$ cat src/rtl/twi_regs_defs.svh
// register offsets, field positions and reset values of the serial bus register slice
`ifndef TWI_REGS_DEFS_SVH
`define TWI_REGS_DEFS_SVH

`define ADDR_MASK_BASE 12'h000
`define BAUD_DIV_BASE 12'h010
`define TX_BYTE_BASE 12'h020
`define RX_BYTE_BASE 12'h030
`define IRQ_FLAGS_BASE 12'h040
`define IRQ_ENABLES_BASE 12'h050
`define IRQ_PRIORITY_BASE 12'h060
`define BUS_STATUS_BASE 12'h070

`define ALIAS_PLAIN 2'h0
`define ALIAS_CLEAR 2'h1
`define ALIAS_SET 2'h2
`define ALIAS_TOGGLE 2'h3

`define ADDR_MASK_IMPL 32'h0000_03ff
`define BAUD_DIV_IMPL 32'h0000_0fff
`define TX_BYTE_IMPL 32'h0000_00ff
`define IRQ_FLAGS_IMPL 32'he000_0000
`define IRQ_ENABLES_IMPL 32'he000_0000
`define IRQ_PRIORITY_IMPL 32'h0000_1f00
`define BUS_STATUS_IMPL 32'h0000_0004

`define MASTER_BIT 31
`define SLAVE_BIT 30
`define COLLISION_BIT 29
`define LEVEL_LSB 10
`define SUBLEVEL_LSB 8
`define RX_FULL_BIT 0
`define TX_FULL_BIT 1
`define WCOL_BIT 2

`define REG_RESET 32'h0000_0000
`define UNMAPPED_READ 32'h0000_0000

`endif

$ cat src/rtl/twi_regs_pkg.sv
// types shared by the serial bus register slice
package twi_regs_pkg;

    typedef struct packed {
        logic master;
        logic slave;
        logic collision;
    } irq_events_t;

    typedef struct packed {
        logic [2:0] level;
        logic [1:0] sublevel;
    } irq_route_t;

    typedef struct packed {
        logic valid;
        logic write;
        logic [11:0] addr;
    } bus_req_t;

endpackage

$ cat src/rtl/alias_apply.sv
// applies a plain, clear, set or toggle write to one register under its implemented-bit mask
`timescale 1ns/1ps
`include "twi_regs_defs.svh"

module alias_apply #(
    parameter logic [31:0] IMPL = 32'hffff_ffff
) (
    input wire logic [31:0] cur_i,
    input wire logic [31:0] data_i,
    input wire logic [1:0] kind_i,
    output logic [31:0] val_o
);
    logic [31:0] raw;

    // only implemented bits ever move; reserved bits keep their value from cur_i
    always_comb begin
        raw = cur_i;
        case (kind_i)
            `ALIAS_CLEAR: raw = cur_i & ~data_i;
            `ALIAS_SET: raw = cur_i | data_i;
            `ALIAS_TOGGLE: raw = cur_i ^ data_i;
            default: raw = data_i;
        endcase
        val_o = (raw & IMPL) | (cur_i & ~IMPL);
    end
endmodule

$ cat src/rtl/event_flag.sv
// sticky flag set by a one-cycle pulse, written by software, set wins over clear
`timescale 1ns/1ps

module event_flag (
    input wire logic clk_i,
    input wire logic sys_rst_i,
    input wire logic pulse_i,
    input wire logic wr_i,
    input wire logic wval_i,
    output logic flag_o
);
    logic flag_r;
    logic flag_nxt;

    always_comb begin
        flag_nxt = flag_r;
        if (wr_i) begin
            flag_nxt = wval_i;
        end
        if (pulse_i) begin
            flag_nxt = 1'b1;
        end
    end

    always_ff @(posedge clk_i) begin
        if (sys_rst_i) begin
            flag_r <= 1'b0;
        end else begin
            flag_r <= flag_nxt;
        end
    end

    assign flag_o = flag_r;
endmodule

$ cat src/rtl/twi_regs.sv
// register slice of the two-wire serial controller on an ahb-lite slave port
//
// Behaviour
// - clear alias zeroes bits written one
// - set alias forces bits written one
// - toggle alias inverts bits, mask included
// - zero bits, reserved bits stay unchanged
// - alias reads return no meaningful value
// - twelve-bit divider, resets zero
// - reserved upper bits write-ignored, read zero
// - eight-bit transmit byte, resets zero
// - receive byte read-only, writes ignored
// - bit 31 master event flag
// - bit 30 slave event flag
// - bit 29 collision event flag
// - flag one means request pending
// - bits 31,30 enable master, slave
// - bit 29 enables collision interrupt
// - level bits 12:10, zero disables
// - level codes one to seven
// - sublevel bits 9:8 direct value
// - rx full set on receive, cleared read
// - tx full while byte held, busy
// - tx write while busy sets collision
//
// The implementer's own choices: the register addresses and the AHB-Lite slave port.
`timescale 1ns/1ps
`include "twi_regs_defs.svh"

module twi_regs (
    input wire logic clk_i,
    input wire logic sys_rst_i,
    input wire logic hsel_i,
    input wire logic [31:0] haddr_i,
    input wire logic [1:0] htrans_i,
    input wire logic hwrite_i,
    input wire logic [2:0] hsize_i,
    input wire logic [31:0] hwdata_i,
    input wire logic hready_i,
    output logic [31:0] hrdata_o,
    output logic hreadyout_o,
    output logic hresp_o,
    input wire twi_regs_pkg::irq_events_t event_pulse_i,
    input wire logic rx_done_i,
    input wire logic [7:0] rx_data_i,
    input wire logic tx_done_i,
    input wire logic engine_busy_i,
    output logic [11:0] baud_divider_value_o,
    output logic [9:0] address_mask_reg_o,
    output logic [7:0] tx_byte_field_o,
    output logic tx_start_o,
    output logic irq_req_o,
    output twi_regs_pkg::irq_route_t irq_route_o
);
    typedef struct packed {
        twi_regs_pkg::bus_req_t req;
        logic [31:0] rdata;
        logic [9:0] mask;
        logic [11:0] baud;
        logic [7:0] tx_byte;
        logic [7:0] rx_byte;
        logic rx_full;
        logic tx_full;
        logic wcol;
        logic tx_start;
        logic [2:0] enables;
        logic [2:0] level;
        logic [1:0] sublevel;
        logic irq_req;
    } state_t;

    state_t st_r;
    state_t st_nxt;
    logic [2:0] flags;
    logic [31:0] flags_word;
    logic [31:0] en_word;
    logic [31:0] prio_word;
    logic [31:0] status_word;
    logic [31:0] mask_new;
    logic [31:0] baud_new;
    logic [31:0] tx_new;
    logic [31:0] en_new;
    logic [31:0] prio_new;
    logic [31:0] status_new;
    logic [31:0] flags_new;
    logic wr_phase;
    logic [1:0] wr_kind;
    logic [11:0] wr_base;
    logic flags_wr;
    logic [2:0] pulses;
    logic [2:0] flags_next;

    // address phase taken when selected, ready and htrans is NONSEQ or SEQ (BUSY is not taken)
    assign wr_phase = st_r.req.valid && st_r.req.write;
    assign wr_kind = st_r.req.addr[3:2];
    assign wr_base = {st_r.req.addr[11:4], 4'h0};

    // read views of the implemented fields
    assign flags_word = {flags, 29'h0000_0000};
    assign en_word = {st_r.enables, 29'h0000_0000};
    assign prio_word = {19'h0_0000, st_r.level, st_r.sublevel, 8'h00};
    assign status_word = {29'h0000_0000, st_r.wcol, st_r.tx_full, st_r.rx_full};

    alias_apply #(.IMPL(`ADDR_MASK_IMPL)) u_mask (
        .cur_i({22'h00_0000, st_r.mask}),
        .data_i(hwdata_i),
        .kind_i(wr_kind),
        .val_o(mask_new)
    );

    alias_apply #(.IMPL(`BAUD_DIV_IMPL)) u_baud (
        .cur_i({20'h0_0000, st_r.baud}),
        .data_i(hwdata_i),
        .kind_i(wr_kind),
        .val_o(baud_new)
    );

    alias_apply #(.IMPL(`TX_BYTE_IMPL)) u_tx (
        .cur_i({24'h00_0000, st_r.tx_byte}),
        .data_i(hwdata_i),
        .kind_i(wr_kind),
        .val_o(tx_new)
    );

    alias_apply #(.IMPL(`IRQ_ENABLES_IMPL)) u_en (
        .cur_i(en_word),
        .data_i(hwdata_i),
        .kind_i(wr_kind),
        .val_o(en_new)
    );

    alias_apply #(.IMPL(`IRQ_PRIORITY_IMPL)) u_prio (
        .cur_i(prio_word),
        .data_i(hwdata_i),
        .kind_i(wr_kind),
        .val_o(prio_new)
    );

    alias_apply #(.IMPL(`BUS_STATUS_IMPL)) u_stat (
        .cur_i(status_word),
        .data_i(hwdata_i),
        .kind_i(wr_kind),
        .val_o(status_new)
    );

    alias_apply #(.IMPL(`IRQ_FLAGS_IMPL)) u_flg (
        .cur_i(flags_word),
        .data_i(hwdata_i),
        .kind_i(wr_kind),
        .val_o(flags_new)
    );

    assign flags_wr = wr_phase && (wr_base == `IRQ_FLAGS_BASE);
    assign pulses = {event_pulse_i.master, event_pulse_i.slave, event_pulse_i.collision};
    // flag values after this edge, so a read sees a write or event landing now
    assign flags_next = pulses | (flags_wr ? flags_new[31:29] : flags);

    // one sticky flag per event source
    genvar gi;
    generate
        for (gi = 0; gi < 3; gi++) begin : g_flag
            event_flag u_flag (
                .clk_i(clk_i),
                .sys_rst_i(sys_rst_i),
                .pulse_i(pulses[gi]),
                .wr_i(flags_wr),
                .wval_i(flags_new[`COLLISION_BIT + gi]),
                .flag_o(flags[gi])
            );
        end
    endgenerate

    // main next-state: bus slave, register writes, status tracking
    always_comb begin
        st_nxt = st_r;
        st_nxt.tx_start = 1'b0;
        st_nxt.req.valid = 1'b0;
        if (hsel_i && hready_i && htrans_i[1]) begin
            st_nxt.req.valid = 1'b1;
            st_nxt.req.write = hwrite_i;
            st_nxt.req.addr = haddr_i[11:0];
        end
        if (tx_done_i) begin
            st_nxt.tx_full = 1'b0;
        end
        if (rx_done_i) begin
            st_nxt.rx_byte = rx_data_i;
            st_nxt.rx_full = 1'b1;
        end
        if (wr_phase) begin
            if (wr_base == `ADDR_MASK_BASE) begin
                st_nxt.mask = mask_new[9:0];
            end else if (wr_base == `BAUD_DIV_BASE) begin
                st_nxt.baud = baud_new[11:0];
            end else if (wr_base == `TX_BYTE_BASE) begin
                if (engine_busy_i || st_r.tx_full) begin
                    st_nxt.wcol = 1'b1;
                end else begin
                    st_nxt.tx_byte = tx_new[7:0];
                    st_nxt.tx_full = 1'b1;
                    st_nxt.tx_start = 1'b1;
                end
            end else if (wr_base == `IRQ_ENABLES_BASE) begin
                st_nxt.enables = en_new[31:29];
            end else if (wr_base == `IRQ_PRIORITY_BASE) begin
                st_nxt.level = prio_new[12:10];
                st_nxt.sublevel = prio_new[9:8];
            end else if (wr_base == `BUS_STATUS_BASE) begin
                // software write, any alias sets or clears it; no collision can land in the same cycle, it needs a transmit-byte write
                st_nxt.wcol = status_new[`WCOL_BIT];
            end
        end
        // reading the receive byte empties it unless a new byte lands
        if (st_r.req.valid && !st_r.req.write && st_r.req.addr == `RX_BYTE_BASE && !rx_done_i) begin
            st_nxt.rx_full = 1'b0;
        end
        // read data registered at the address phase for a zero-wait answer;
        // built from the next state, so a write finishing its data phase now
        // is already seen by a back-to-back read
        st_nxt.rdata = `UNMAPPED_READ;
        if (hsel_i && hready_i && htrans_i[1] && !hwrite_i) begin
            if (haddr_i[3:2] != `ALIAS_PLAIN) begin
                st_nxt.rdata = `UNMAPPED_READ;
            end else if (haddr_i[11:4] == `ADDR_MASK_BASE >> 4) begin
                st_nxt.rdata = {22'h00_0000, st_nxt.mask};
            end else if (haddr_i[11:4] == `BAUD_DIV_BASE >> 4) begin
                st_nxt.rdata = {20'h0_0000, st_nxt.baud};
            end else if (haddr_i[11:4] == `TX_BYTE_BASE >> 4) begin
                st_nxt.rdata = {24'h00_0000, st_nxt.tx_byte};
            end else if (haddr_i[11:4] == `RX_BYTE_BASE >> 4) begin
                st_nxt.rdata = {24'h00_0000, st_nxt.rx_byte};
            end else if (haddr_i[11:4] == `IRQ_FLAGS_BASE >> 4) begin
                st_nxt.rdata = {flags_next, 29'h0000_0000};
            end else if (haddr_i[11:4] == `IRQ_ENABLES_BASE >> 4) begin
                st_nxt.rdata = {st_nxt.enables, 29'h0000_0000};
            end else if (haddr_i[11:4] == `IRQ_PRIORITY_BASE >> 4) begin
                st_nxt.rdata = {19'h0_0000, st_nxt.level, st_nxt.sublevel, 8'h00};
            end else if (haddr_i[11:4] == `BUS_STATUS_BASE >> 4) begin
                st_nxt.rdata = {29'h0000_0000, st_nxt.wcol, st_nxt.tx_full, st_nxt.rx_full};
            end
        end
        // flag and enable and nonzero level
        // any level one to seven raises
        st_nxt.irq_req = (|(flags & st_r.enables)) && (st_r.level != 3'h0);
    end

    always_ff @(posedge clk_i) begin
        if (sys_rst_i) begin
            st_r <= '0;
        end else begin
            st_r <= st_nxt;
        end
    end

    // outputs from the state register, except hreadyout_o and hresp_o tied constant
    assign hrdata_o = st_r.rdata;
    assign hreadyout_o = 1'b1;
    assign hresp_o = 1'b0;
    assign baud_divider_value_o = st_r.baud;
    assign address_mask_reg_o = st_r.mask;
    assign tx_byte_field_o = st_r.tx_byte;
    assign tx_start_o = st_r.tx_start;
    assign irq_req_o = st_r.irq_req;
    assign irq_route_o = '{level: st_r.level, sublevel: st_r.sublevel};

    AST_LEVEL_ZERO_SILENT: assert property (@(posedge clk_i) disable iff (sys_rst_i)
        $past(st_r.level) == 3'h0 |-> !irq_req_o) else $error("irq raised at level zero");
    // event pulse reaches flag next cycle
    AST_FLAG_SET: assert property (@(posedge clk_i) disable iff (sys_rst_i)
        event_pulse_i.master |=> flags[2]) else $error("master flag not set");
    AST_WCOL: assert property (@(posedge clk_i) disable iff (sys_rst_i)
        wr_phase && wr_base == `TX_BYTE_BASE && engine_busy_i |=> st_r.wcol && $stable(st_r.tx_byte))
        else $error("collision not flagged");
    // rx byte changes only on receive
    AST_RX_RO: assert property (@(posedge clk_i) disable iff (sys_rst_i)
        !rx_done_i |=> $stable(st_r.rx_byte)) else $error("rx byte changed without receive");
    AST_RX_FULL: assert property (@(posedge clk_i) disable iff (sys_rst_i)
        rx_done_i |=> st_r.rx_full) else $error("rx full not set");
    AST_BAUD_CLR: assert property (@(posedge clk_i) disable iff (sys_rst_i)
        wr_phase && wr_base == `BAUD_DIV_BASE && wr_kind == `ALIAS_CLEAR
        |=> st_r.baud == ($past(st_r.baud) & ~$past(hwdata_i[11:0]))) else $error("clear alias wrong");
    AST_BAUD_SET: assert property (@(posedge clk_i) disable iff (sys_rst_i)
        wr_phase && wr_base == `BAUD_DIV_BASE && wr_kind == `ALIAS_SET
        |=> st_r.baud == ($past(st_r.baud) | $past(hwdata_i[11:0]))) else $error("set alias wrong");
    AST_MASK_INV: assert property (@(posedge clk_i) disable iff (sys_rst_i)
        wr_phase && wr_base == `ADDR_MASK_BASE && wr_kind == `ALIAS_TOGGLE
        |=> st_r.mask == ($past(st_r.mask) ^ $past(hwdata_i[9:0]))) else $error("toggle alias wrong");
    AST_TX_DONE: assert property (@(posedge clk_i) disable iff (sys_rst_i)
        tx_done_i && !wr_phase |=> !st_r.tx_full) else $error("tx full not cleared");
    AST_SLAVE_FLAG: assert property (@(posedge clk_i) disable iff (sys_rst_i)
        event_pulse_i.slave |=> flags[1]) else $error("slave flag not set");
    AST_COLL_FLAG: assert property (@(posedge clk_i) disable iff (sys_rst_i)
        event_pulse_i.collision |=> flags[0]) else $error("collision flag not set");
    // request only behind an enabled flag
    AST_IRQ_NEEDS_FLAG: assert property (@(posedge clk_i) disable iff (sys_rst_i)
        irq_req_o |-> $past(|(flags & st_r.enables))) else $error("irq raised with no enabled flag");
    AST_IRQ_GATED: assert property (@(posedge clk_i) disable iff (sys_rst_i)
        (flags & st_r.enables) == 3'h0 |=> !irq_req_o) else $error("irq raised while disabled");
    AST_ALIAS_READ: assert property (@(posedge clk_i) disable iff (sys_rst_i)
        hsel_i && hready_i && htrans_i[1] && !hwrite_i && haddr_i[3:2] != `ALIAS_PLAIN
        |=> hrdata_o == `UNMAPPED_READ) else $error("alias read not zero");
    AST_RD_BAUD: assert property (@(posedge clk_i) disable iff (sys_rst_i)
        hsel_i && hready_i && htrans_i[1] && !hwrite_i && haddr_i[11:0] == `BAUD_DIV_BASE
        |=> hrdata_o == {20'h0_0000, baud_divider_value_o}) else $error("divider read stale");
    AST_TX_LOAD: assert property (@(posedge clk_i) disable iff (sys_rst_i)
        wr_phase && wr_base == `TX_BYTE_BASE && !engine_busy_i && !st_r.tx_full
        |=> st_r.tx_full && tx_start_o) else $error("accepted byte not marked full");
    AST_START_ONE: assert property (@(posedge clk_i) disable iff (sys_rst_i)
        tx_start_o |=> !tx_start_o) else $error("transmit start held too long");
    // collision flag moves only on writes
    AST_WCOL_STICKY: assert property (@(posedge clk_i) disable iff (sys_rst_i)
        !wr_phase |=> $stable(st_r.wcol)) else $error("collision flag changed without write");
endmodule

$ cat config.mk
export PLATFORM = sky130hd
export DESIGN_NAME = twi_regs
export DESIGN_NICKNAME = d
export VERILOG_FILES = /design/src/rtl/twi_regs_pkg.sv /design/src/rtl/alias_apply.sv /design/src/rtl/event_flag.sv /design/src/rtl/twi_regs.sv
export VERILOG_INCLUDE_DIRS = /design/src /design/src/rtl
export SDC_FILE = /design/constraint.sdc
export NUM_CORES = 1
export LEC_CHECK = 0
export BUFFER_PORTS_ARGS = -buffer_cell sky130_fd_sc_hd__buf_4
export CAP_MARGIN = 20
export CORE_MARGIN = 4
export CORE_UTILIZATION = 40
export DETAILED_ROUTE_END_ITERATION = 8
export GPL_TIMING_DRIVEN = 0
export PLACE_DENSITY = 0.7
export SLEW_MARGIN = 20
export SYNTH_ARGS = -nofsm -noshare
export SYNTH_HDL_FRONTEND = slang
export SYNTH_HIERARCHICAL = 1
export SYNTH_SLANG_ARGS = --single-unit
$ cat constraint.sdc
create_clock -name clk_i -period 2.05 [get_ports clk_i]
set_input_delay 0.3075 -clock clk_i [delete_from_list [all_inputs] [get_ports clk_i]]
set_output_delay 0.3075 -clock clk_i [all_outputs]
set_load 0.1 [all_outputs]
==> results of run 1 <==
power by group:
| group | leakage (uW) | internal, uW | switching [uW] |
|---|---|---|---|
| sequential | 0.000683 | 1650 | 28.2 |
| combinational | 0.00313 | 259 | 385 |
| clock | 0.000156 | 1040 | 664 |
worst paths after layout:
path	from	endpoint	slack, ns	cells past startpoint
worst max-delay path	st_r[10]	hrdata_o[2]	0.05	9
worst min-delay path	sys_rst_i	g_flag[0].u_flag/flag_o	0.16	2
worst max register to register	st_r[10]	hrdata_o[2]	0.05	9
worst min register to register	st_r[84]	st_r[84]	0.47	2
through the flow:
stage / util / worst slack (ns) / hold slack, ns / setup TNS (ns)
floorplan: - / 0.0938 / 0.377 / 0
global placement: 0.477 / -0.488 / 0.451 / -8.42
detailed placement: 0.477 / -0.450 / 0.458 / -8.41
CTS: 0.499 / 0.00106 / 0.148 / 0
global route: 0.508 / -0.0402 / 0.154 / -0.105
finish: 0.508 / 0.0550 / 0.157 / 0
cell type report:
class,count,area (um^2)
clock inverters,3,43.8
plain buffers,96,712
well taps,216,270
fillers,1506,7820
inverters,131,492
flip-flops and latches,84,1690
repair buffers,104,781
clock buffers,13,270
multi-input cells,395,3800
critical path: cells and delay by family (launching register included):
| kind | cells | cell delay [ns] |
|---|---|---|
| AOI/OAI and AO/OA | 4 | 0.82 |
| DFF | 1 | 0.37 |
| adders and majority gates | 1 | 0.27 |
| muxes | 1 | 0.23 |
| and+or+nand+nor | 2 | 0.15 |
| buffers and inverters | 1 | 0.06 |
metal layers:
metal / vias up / wire (um) / share of wire / global-route usage
met2: 122 / 7620 / 0.48 / 0.293
met4: 0 / 387 / 0.024 / 0.0683
met3: 29 / 774 / 0.049 / 0.0316
li1: 2484 / - / - / -
met1: 2378 / 7060 / 0.45 / 0.233
met5: - / 0 / 0 / 0
flip-flops by register name, summed over array words and instances (netlist names):
| register | count |
|---|---|
| address_mask_reg_o | 10 |
| baud_divider_value_o | 12 |
| en_word | 3 |
| g_flag.u_flag/flag_o | 3 |
| hrdata_o | 16 |
| irq_req_o | 1 |
| irq_route_o | 5 |
| st_r | 25 |
| tx_byte_field_o | 8 |
| tx_start_o | 1 |
repair_timing:
action                     4_1_cts  5_1_grt
cloned                           0        0
setup endpoints to repair       51       17
hold buffers                     0        0
pin swaps                        2        9
buffers inserted                 2        3
resized for setup               12       22
==> impl_metrics.ini, run 1 <==
[outcome]
outcome = completed

[placed_design]
dpl-instance-area_mm2 = 0.00758
gp_congestion = 0.842
place_hpwl_mm = 12.1
place_inst = 1022
numPortBuffers = 99

[routing]
ant_nets = 0
via_count = 5013
vias_per_cell = 4.81
wl_mm = 15.8
routedWlPerCell_um = 15.2
drt_iter0_markers = 282
dr.pass1.iters = 5
drc = 0

[power]
irDropWorstVdd_v = 0.000386
p_per_area_mw_per_mm2 = 500
p_total_uw = 4030
power.leakage_uw = 0.00397

[die]
num_rows = 46
start_util = 0.409
fp.dieH_um = 136
dieArea_mm2 = 0.0184
die_x_um = 136
fp.coreArea_mm2 = 0.0159
io_pins = 159

[finish]
final_area_mm2 = 0.00806
diodes = 0
syn_to_final_growth_pct = 24.0
nets = 993
final_common_cell = buf_4
mostFrequentLayoutCells = buf_4, inv_1, ha_1
drive_above_1_share = 0.322
fin_cells = 1042

[cts]
htreeDepth = 3
clockBufferDepth = 2
path_clk_slew_ns = 0.06
cts.sinks = 84
cts_made_buffers = 9
clk_latency_ns = 0.34
cts_tree = built
cts_root_buffer = clkbuf_16

[timing]
post-route-min-period_ns = 2.00
fmax_ghz = 0.501
worst_pin_slew_ns = 0.752
hold_viol = 0
drv_slew = 0
finalSetupViolations = 0
rsz0062_at_grt = true
period_share = 0.973
slew_headroom = 0.499
finClkSkew_ns = 0.00556

[setup_path]
cp_max_fo = 5
crit_type = reg2reg
cp_slowest_cell = dfxtp_2
cpPeakStageDelay_ns = 0.37
required_ns = 2.30
end_kind = register
cp-start-kind = register
crit_arrival_ns = 2.24
worstPathCellList = inv_1 -> ha_1 -> mux4_2 -> nor2_2 -> a41oi_2 -> o32ai_2 -> o31ai_1 -> nand2_1 -> a221oi_2

[global_route]
antenna_found_initial = 0
grt_pass1_vias = 5064
grt_overflow = 0
grt_pass1_wl_mm = 25.7
grt_max_degree = 20
grt_usage = 0.178

[run]
max-cap-violations = 0

[synth]
synth_cells = 691
ys_warn_count = 6
syn_area_per_cell_um2 = 9.41
synth_area_mm2 = 0.00650

[min_path]
hold_class = in2reg
(Power assumes the default switching activity.)
==> inputs of run 2 (changes only) <==
CTS_CLUSTER_SIZE = 8   (was unset)
HOLD_SLACK_MARGIN = 0.06   (was unset)
PLACE_DENSITY = 0.71   (was 0.7)
SYNTH_HIERARCHICAL = unset   (was 1)
==> run 2 against run 1 <==
  * The run now ends with setup timing left
  * Clock power up 16%
  * Largest cell class unchanged
  * Setup slack got worse by 0.21 ns
  * Highest routed layer is now met5
  * Critical endpoint is now hrdata_o[4]
  * Area after synthesis is 0.25% lower
  * Critical path type unchanged
  * Global-route usage increased by 0.60 points
  * Sequential power about the same
  * Combinational power rose by 7.9%
  * Synthesized cell count shrank 2.9%
==> impl_metrics.ini, run 2 <==
[setup_path]
cp_num_buf_inv = 2
cp-start-kind = register
cp_slowest_cell = or4_4
required_ns = 2.27
end_kind = register
cpPeakStageDelay_ns = 0.61
cp_max_fo = 6
crit_type = reg2reg
crit_arrival_ns = 2.43
crit_family = simple AND/OR/NAND/NOR gates
worstPathCellList = or4_4 -> nor4_4 -> buf_6 -> buf_12 -> mux2i_4 -> nor2_1 -> o311a_1

[die]
io_pins = 159
dieArea_mm2 = 0.0183
fp.dieH_um = 135
fp.coreArea_mm2 = 0.0159
start_util = 0.408
die_x_um = 135
num_rows = 46

[synth]
synth.most_common_cell = inv_1
ys.flop_type = dfxtp_1
synth_area_leader_cell = dfxtp_1
synth.area.top_cells = dfxtp_1, ha_1, mux4_2, buf_4, mux2i_1
synth_cells = 671
synth-seq-cells = 84
syn_area_per_cell_um2 = 9.67
synth_common_cells = inv_1, dfxtp_1, ha_1, buf_4, nor2_1
synth_area_mm2 = 0.00649
yosysUniqueCellTypes = 55
synth.yosys.seq_area_share = 0.259
yosys.area.top_type_share = 0.259
synth-edff-count = 0
ys_warn_count = 0
async_flop_share = 0

[outcome]
violations = setup timing
outcome = finished with violations

[global_route]
grt_usage = 0.184
grt_pass1_wl_mm = 26.3
grt_max_degree = 14
antenna_found_initial = 1
grt_pass1_vias = 4959
grt_overflow = 0

[finish]
syn_to_final_growth_pct = 27.2
final_common_cell = buf_4
top_register = st_r
fin_cells = 1025
largest_register_ffs = 25
drive_above_1_share = 0.352
nets = 977
final_area_mm2 = 0.00825
diodes = 0
mostFrequentLayoutCells = buf_4, inv_1, ha_1

[placed_design]
dpl-instance-area_mm2 = 0.00755
place_inst = 1000
gp_congestion = 0.845
numPortBuffers = 97
place_hpwl_mm = 12.8

[timing]
drv_slew = 0
post-route-min-period_ns = 2.21
fin_ws_ns = -0.156
finalSetupViolations = 12
rsz0062_at_grt = true
period_share = 1.08
slew_headroom = 0.421
hold_viol = 0
worst_pin_slew_ns = 0.869
finClkSkew_ns = 0.00790
fmax_ghz = 0.453

[routing]
ant_nets = 0
dr.pass1.iters = 5
drc = 0
vias_per_cell = 5.01
drt_iter0_markers = 300
wl_mm = 17.2
via_count = 5135
routedWlPerCell_um = 16.8

[cts]
path_clk_slew_ns = 0.06
cts_made_buffers = 9
cts.sinks = 84
clk_latency_ns = 0.34
cts_tree = built
htreeDepth = 3
cts_root_buffer = clkbuf_16
clockBufferDepth = 2

[power]
power.leakage_uw = 0.00388
irDropWorstVdd_v = 0.000340
p_per_area_mw_per_mm2 = 527

[min_path]
hold_class = in2reg

[run]
max-cap-violations = 0
## run 2: changes by cell type in the layout (fill, tap and decap cells not counted), moves of 5 or more
cell and delta:
inv_1 -29, mux2i_1 -16, buf_2 -5, o21ai_0 -5, mux2_2 +5, o311a_1 +5, buf_6 -7
## run 2: metal layers
metal | vias up | track usage | routed length, um
li1 | 2467 | - | -
met1 | 2469 | 0.239 | 7430
met2 | 171 | 0.314 | 8420
met3 | 26 | 0.0349 | 1060
met4 | 2 | 0.0504 | 280
met5 | - | 0 | 8
## run 2: final timing paths
| kind | from | end | slack, ns | depth (start not counted) |
|---|---|---|---|---|
| worst min register to register | st_r[84] | st_r[84] | 0.48 | 2 |
| worst min-delay path | event_pulse_i[0] | g_flag[0].u_flag.flag_o | 0.18 | 3 |
| worst max register to register | st_r[90] | hrdata_o[4] | -0.16 | 7 |
| worst max-delay path | st_r[90] | hrdata_o[4] | -0.16 | 7 |
## run 2: area by class of cell
cell class | instances | area, um^2
repair buffers | 108 | 865
well taps | 216 | 270
inverters | 101 | 379
multi-input cells | 403 | 3950
clock inverters | 5 | 125
flip-flops and latches | 84 | 1690
fillers | 1446 | 7640
plain buffers | 98 | 742
clock buffers | 10 | 229
## run 2: stage by stage
| step | hold slack (ns) | TNS (ns) | total power [uW] | util | setup WS [ns] |
|---|---|---|---|---|---|
| 2_1_floorplan | 0.428 | 0 | 2190 | - | 0.0303 |
| 3_3_place_gp | 0.456 | -9.20 | 2350 | 0.475 | -0.499 |
| 3_5_place_dp | 0.464 | -10.62 | 2370 | 0.475 | -0.570 |
| 4_1_cts | 0.182 | -0.806 | 4340 | 0.513 | -0.151 |
| 5_1_grt | 0.201 | -1.85 | 4490 | 0.519 | -0.220 |
| 6_report | 0.183 | -0.982 | 4350 | 0.519 | -0.156 |
## run 2: where the power goes
part,leakage (uW),total [uW],switching [uW],internal (uW)
Sequential,0.000682,1670,19.3,1660
Combinational,0.00302,694,419,275
Clock,0.000173,1980,676,1310
Total,0.00388,4350,1110,3240
## run 2: logic make-up (layout without fill, tap and decap cells)
kind of cell / after synthesis / in the layout / share of synthesized area
multiplexers: 90 / 90 / 0.226
other: 2 / 18 / 0.00116
AND/OR/NAND/NOR: 155 / 155 / 0.117
AO/OA/AOI/OAI: 56 / 56 / 0.0640
adder cells (fa/ha/maj): 84 / 84 / 0.162
buffers and inverters: 200 / 322 / 0.171
flip-flops: 84 / 84 / 0.259
## run 2: repair_timing
action / 4_1_cts / 5_1_grt
endpoints found under the setup margin: 43 / 21
endpoints found under the hold margin: 0 / 0
setup buffers: 8 / 3
resized for setup: 35 / 16
hold buffers: 0 / 0
pin swaps: 14 / 11
## run 2: worst register-to-register path: cells and delay by family, from the launching register on
| family | cells | cell delay, ns |
|---|---|---|
| flip-flops | 1 | 0.34 |
| buffers and inverters | 2 | 0.32 |
| AND/OR/NAND/NOR | 3 | 0.84 |
| multiplexers | 1 | 0.23 |
| AO/OA/AOI/OAI | 1 | 0.35 |
==> inputs of run 3 (changes only) <==
TNS_END_PERCENT = 5   (was unset)
==> run 3 against run 2 <==
  * The flow still finishes with violations (setup timing)
  * Sequential share of layout area is 0.52 points higher
  * Fmax grew 0.50%
  * Sequential cell count unchanged
  * Worst hold slack hardly changed
  * Clock power decreased by 9.6%
  * Global-route usage is 0.42 points higher
  * Total power is 4.7% lower
  * Cell count is 0.59% lower
  * Design area down 2.7%
  * Combinational power decreased by 3%
  * Critical path type unchanged
  * Highest routed layer is now met4
==> impl_metrics.ini, run 3 (synthesis results as in run 2) <==
[finish]
fin_cells = 1019
diodes = 0
final_common_cell = buf_4
top_register = st_r
nets = 970
largest_register_ffs = 25
drive_above_1_share = 0.333
mostFrequentLayoutCells = buf_4, inv_1, ha_1
syn_to_final_growth_pct = 23.7
fillCellCount = 1483

[setup_path]
cp-start-kind = register
worstPathCellList = or4_4 -> buf_6 -> nor4_4 -> buf_6 -> mux2i_4 -> a32oi_2 -> o31a_1
cpPeakStageDelay_ns = 0.53
required_ns = 2.28
crit_type = reg2reg
r2r-end = hrdata_o[1]
cp_slowest_cell = or4_4
end_kind = register
rr_startpoint = st_r[90]
reg2reg_depth = 7
crit_arrival_ns = 2.43
ff2ff_setup_slack_ns = -0.15
cp_max_fo = 7
cpMostUsedCell = buf_6

[routing]
via_count = 5066
drt_iter0_markers = 358
drc = 0
routedWlPerCell_um = 16.6
ant_nets = 0
dr.pass1.iters = 6
vias_per_cell = 4.97
wl_mm = 16.9

[timing]
period_share = 1.07
tns_ns = -1.12
drv_slew = 0
worst_pin_slew_ns = 0.837
post-route-min-period_ns = 2.20
fin_hold_ws_ns = 0.183
fmax_ghz = 0.456
slew_headroom = 0.442
finalSetupViolations = 12
finClkSkew_ns = 0.00727
rsz0062_at_grt = true
hold_viol = 0
fin_ws_ns = -0.145

[power]
p_per_area_mw_per_mm2 = 516
seq_power_share = 0.404
p_int_uw = 3020
irDropWorstVdd_v = 0.000349
p_comb_frac = 0.163
p_sw_uw = 1120
power.leakage_uw = 0.00381
p_clk_frac = 0.433
switching_share = 0.271
p_total_uw = 4140

[die]
io_pins = 159
dieArea_mm2 = 0.0183
fp.dieH_um = 135
num_rows = 46
start_util = 0.408
fp.coreArea_mm2 = 0.0159
die_x_um = 135

[outcome]
outcome = finished with violations
violations = setup timing

[global_route]
grt_pass1_wl_mm = 26.8
grt_usage = 0.188
grt_overflow = 0
grt_pass1_vias = 5149
antenna_found_initial = 0
grt_max_degree = 15

[run]
max-cap-violations = 0

[placed_design]
gp_congestion = 0.849
numPortBuffers = 97
place_inst = 1000
preCtsSetupSlack_ns = -0.548
place_hpwl_mm = 12.9

[cts]
cts.sinks = 84
cts_tree = built
cts_root_buffer = clkbuf_16
clockBufferDepth = 2
clk_latency_ns = 0.35
cts_made_buffers = 9
path_clk_slew_ns = 0.06
htreeDepth = 3

[min_path]
hp-start = event_pulse_i[0]
holdPathEnd = g_flag[0].u_flag.flag_o
hold_class = in2reg
hold-path-cell-count = 3
## run 3: layout make-up
type                            instances  area, um^2  share of cell area
Multi-Input combinational cell        403        3860               0.481
Sequential cell                        84        1690               0.210
Timing Repair Buffer                  100         754              0.0940
Buffer                                 99         747              0.0930
Inverter                              101         379              0.0472
Tap cell                              216         270              0.0337
Clock buffer                           10         239              0.0298
Clock inverter                          6        87.6              0.0109
## run 3: what timing repair did
item                                    4_1_cts  5_1_grt
gates cloned                                  0        0
endpoints found under the setup margin       39       17
resized for setup                            27        4
setup buffers                                 3        0
hold buffers                                  0        0
pin swaps                                     4        5
## run 3: critical path, delay by kind of cell (launching register included)
kind / cells / cell delay [ns]
AND/OR/NAND/NOR: 2 / 0.68
buffers and inverters: 2 / 0.36
flip-flops: 1 / 0.34
AO/OA/AOI/OAI: 2 / 0.44
multiplexers: 1 / 0.27
## run 3: power groups by stage
stage	Sequential [uW]	Clock, uW	Combinational (uW)
final	1680	1790	676
after global routing	1680	1880	733
after CTS	1670	1800	673
after detailed placement	1710	0	657
after global placement	1710	0	638
after floorplan	1700	0	481
## run 3: routing by layer
metal  GRT usage  share of wire  vias up
met5           0              0        -
met4      0.0677          0.023        0
met3      0.0383          0.064       27
met2       0.325           0.50      175
met1       0.233           0.42     2409
li1            -              -     2455
## run 3: worst max-delay path by stage
stage,slack (ns),to,cells past startpoint,from
CTS,-0.12,hrdata_o[1],7,st_r[90]
finish,-0.15,hrdata_o[1],7,st_r[90]
global placement,-0.52,hrdata_o[1],7,st_r[85]
global route,-0.25,hrdata_o[6],8,st_r[90]
floorplan,-0.02,hrdata_o[29],5,st_r[90]
detailed placement,-0.55,hrdata_o[1],7,st_r[85]
## run 3: stage by stage
step                 util  cell area (um^2)
CTS                 0.504              8010
detailed placement  0.475              7550
global placement    0.475              7550
finish              0.505              8030
global route        0.505              8030
floorplan               -              6550
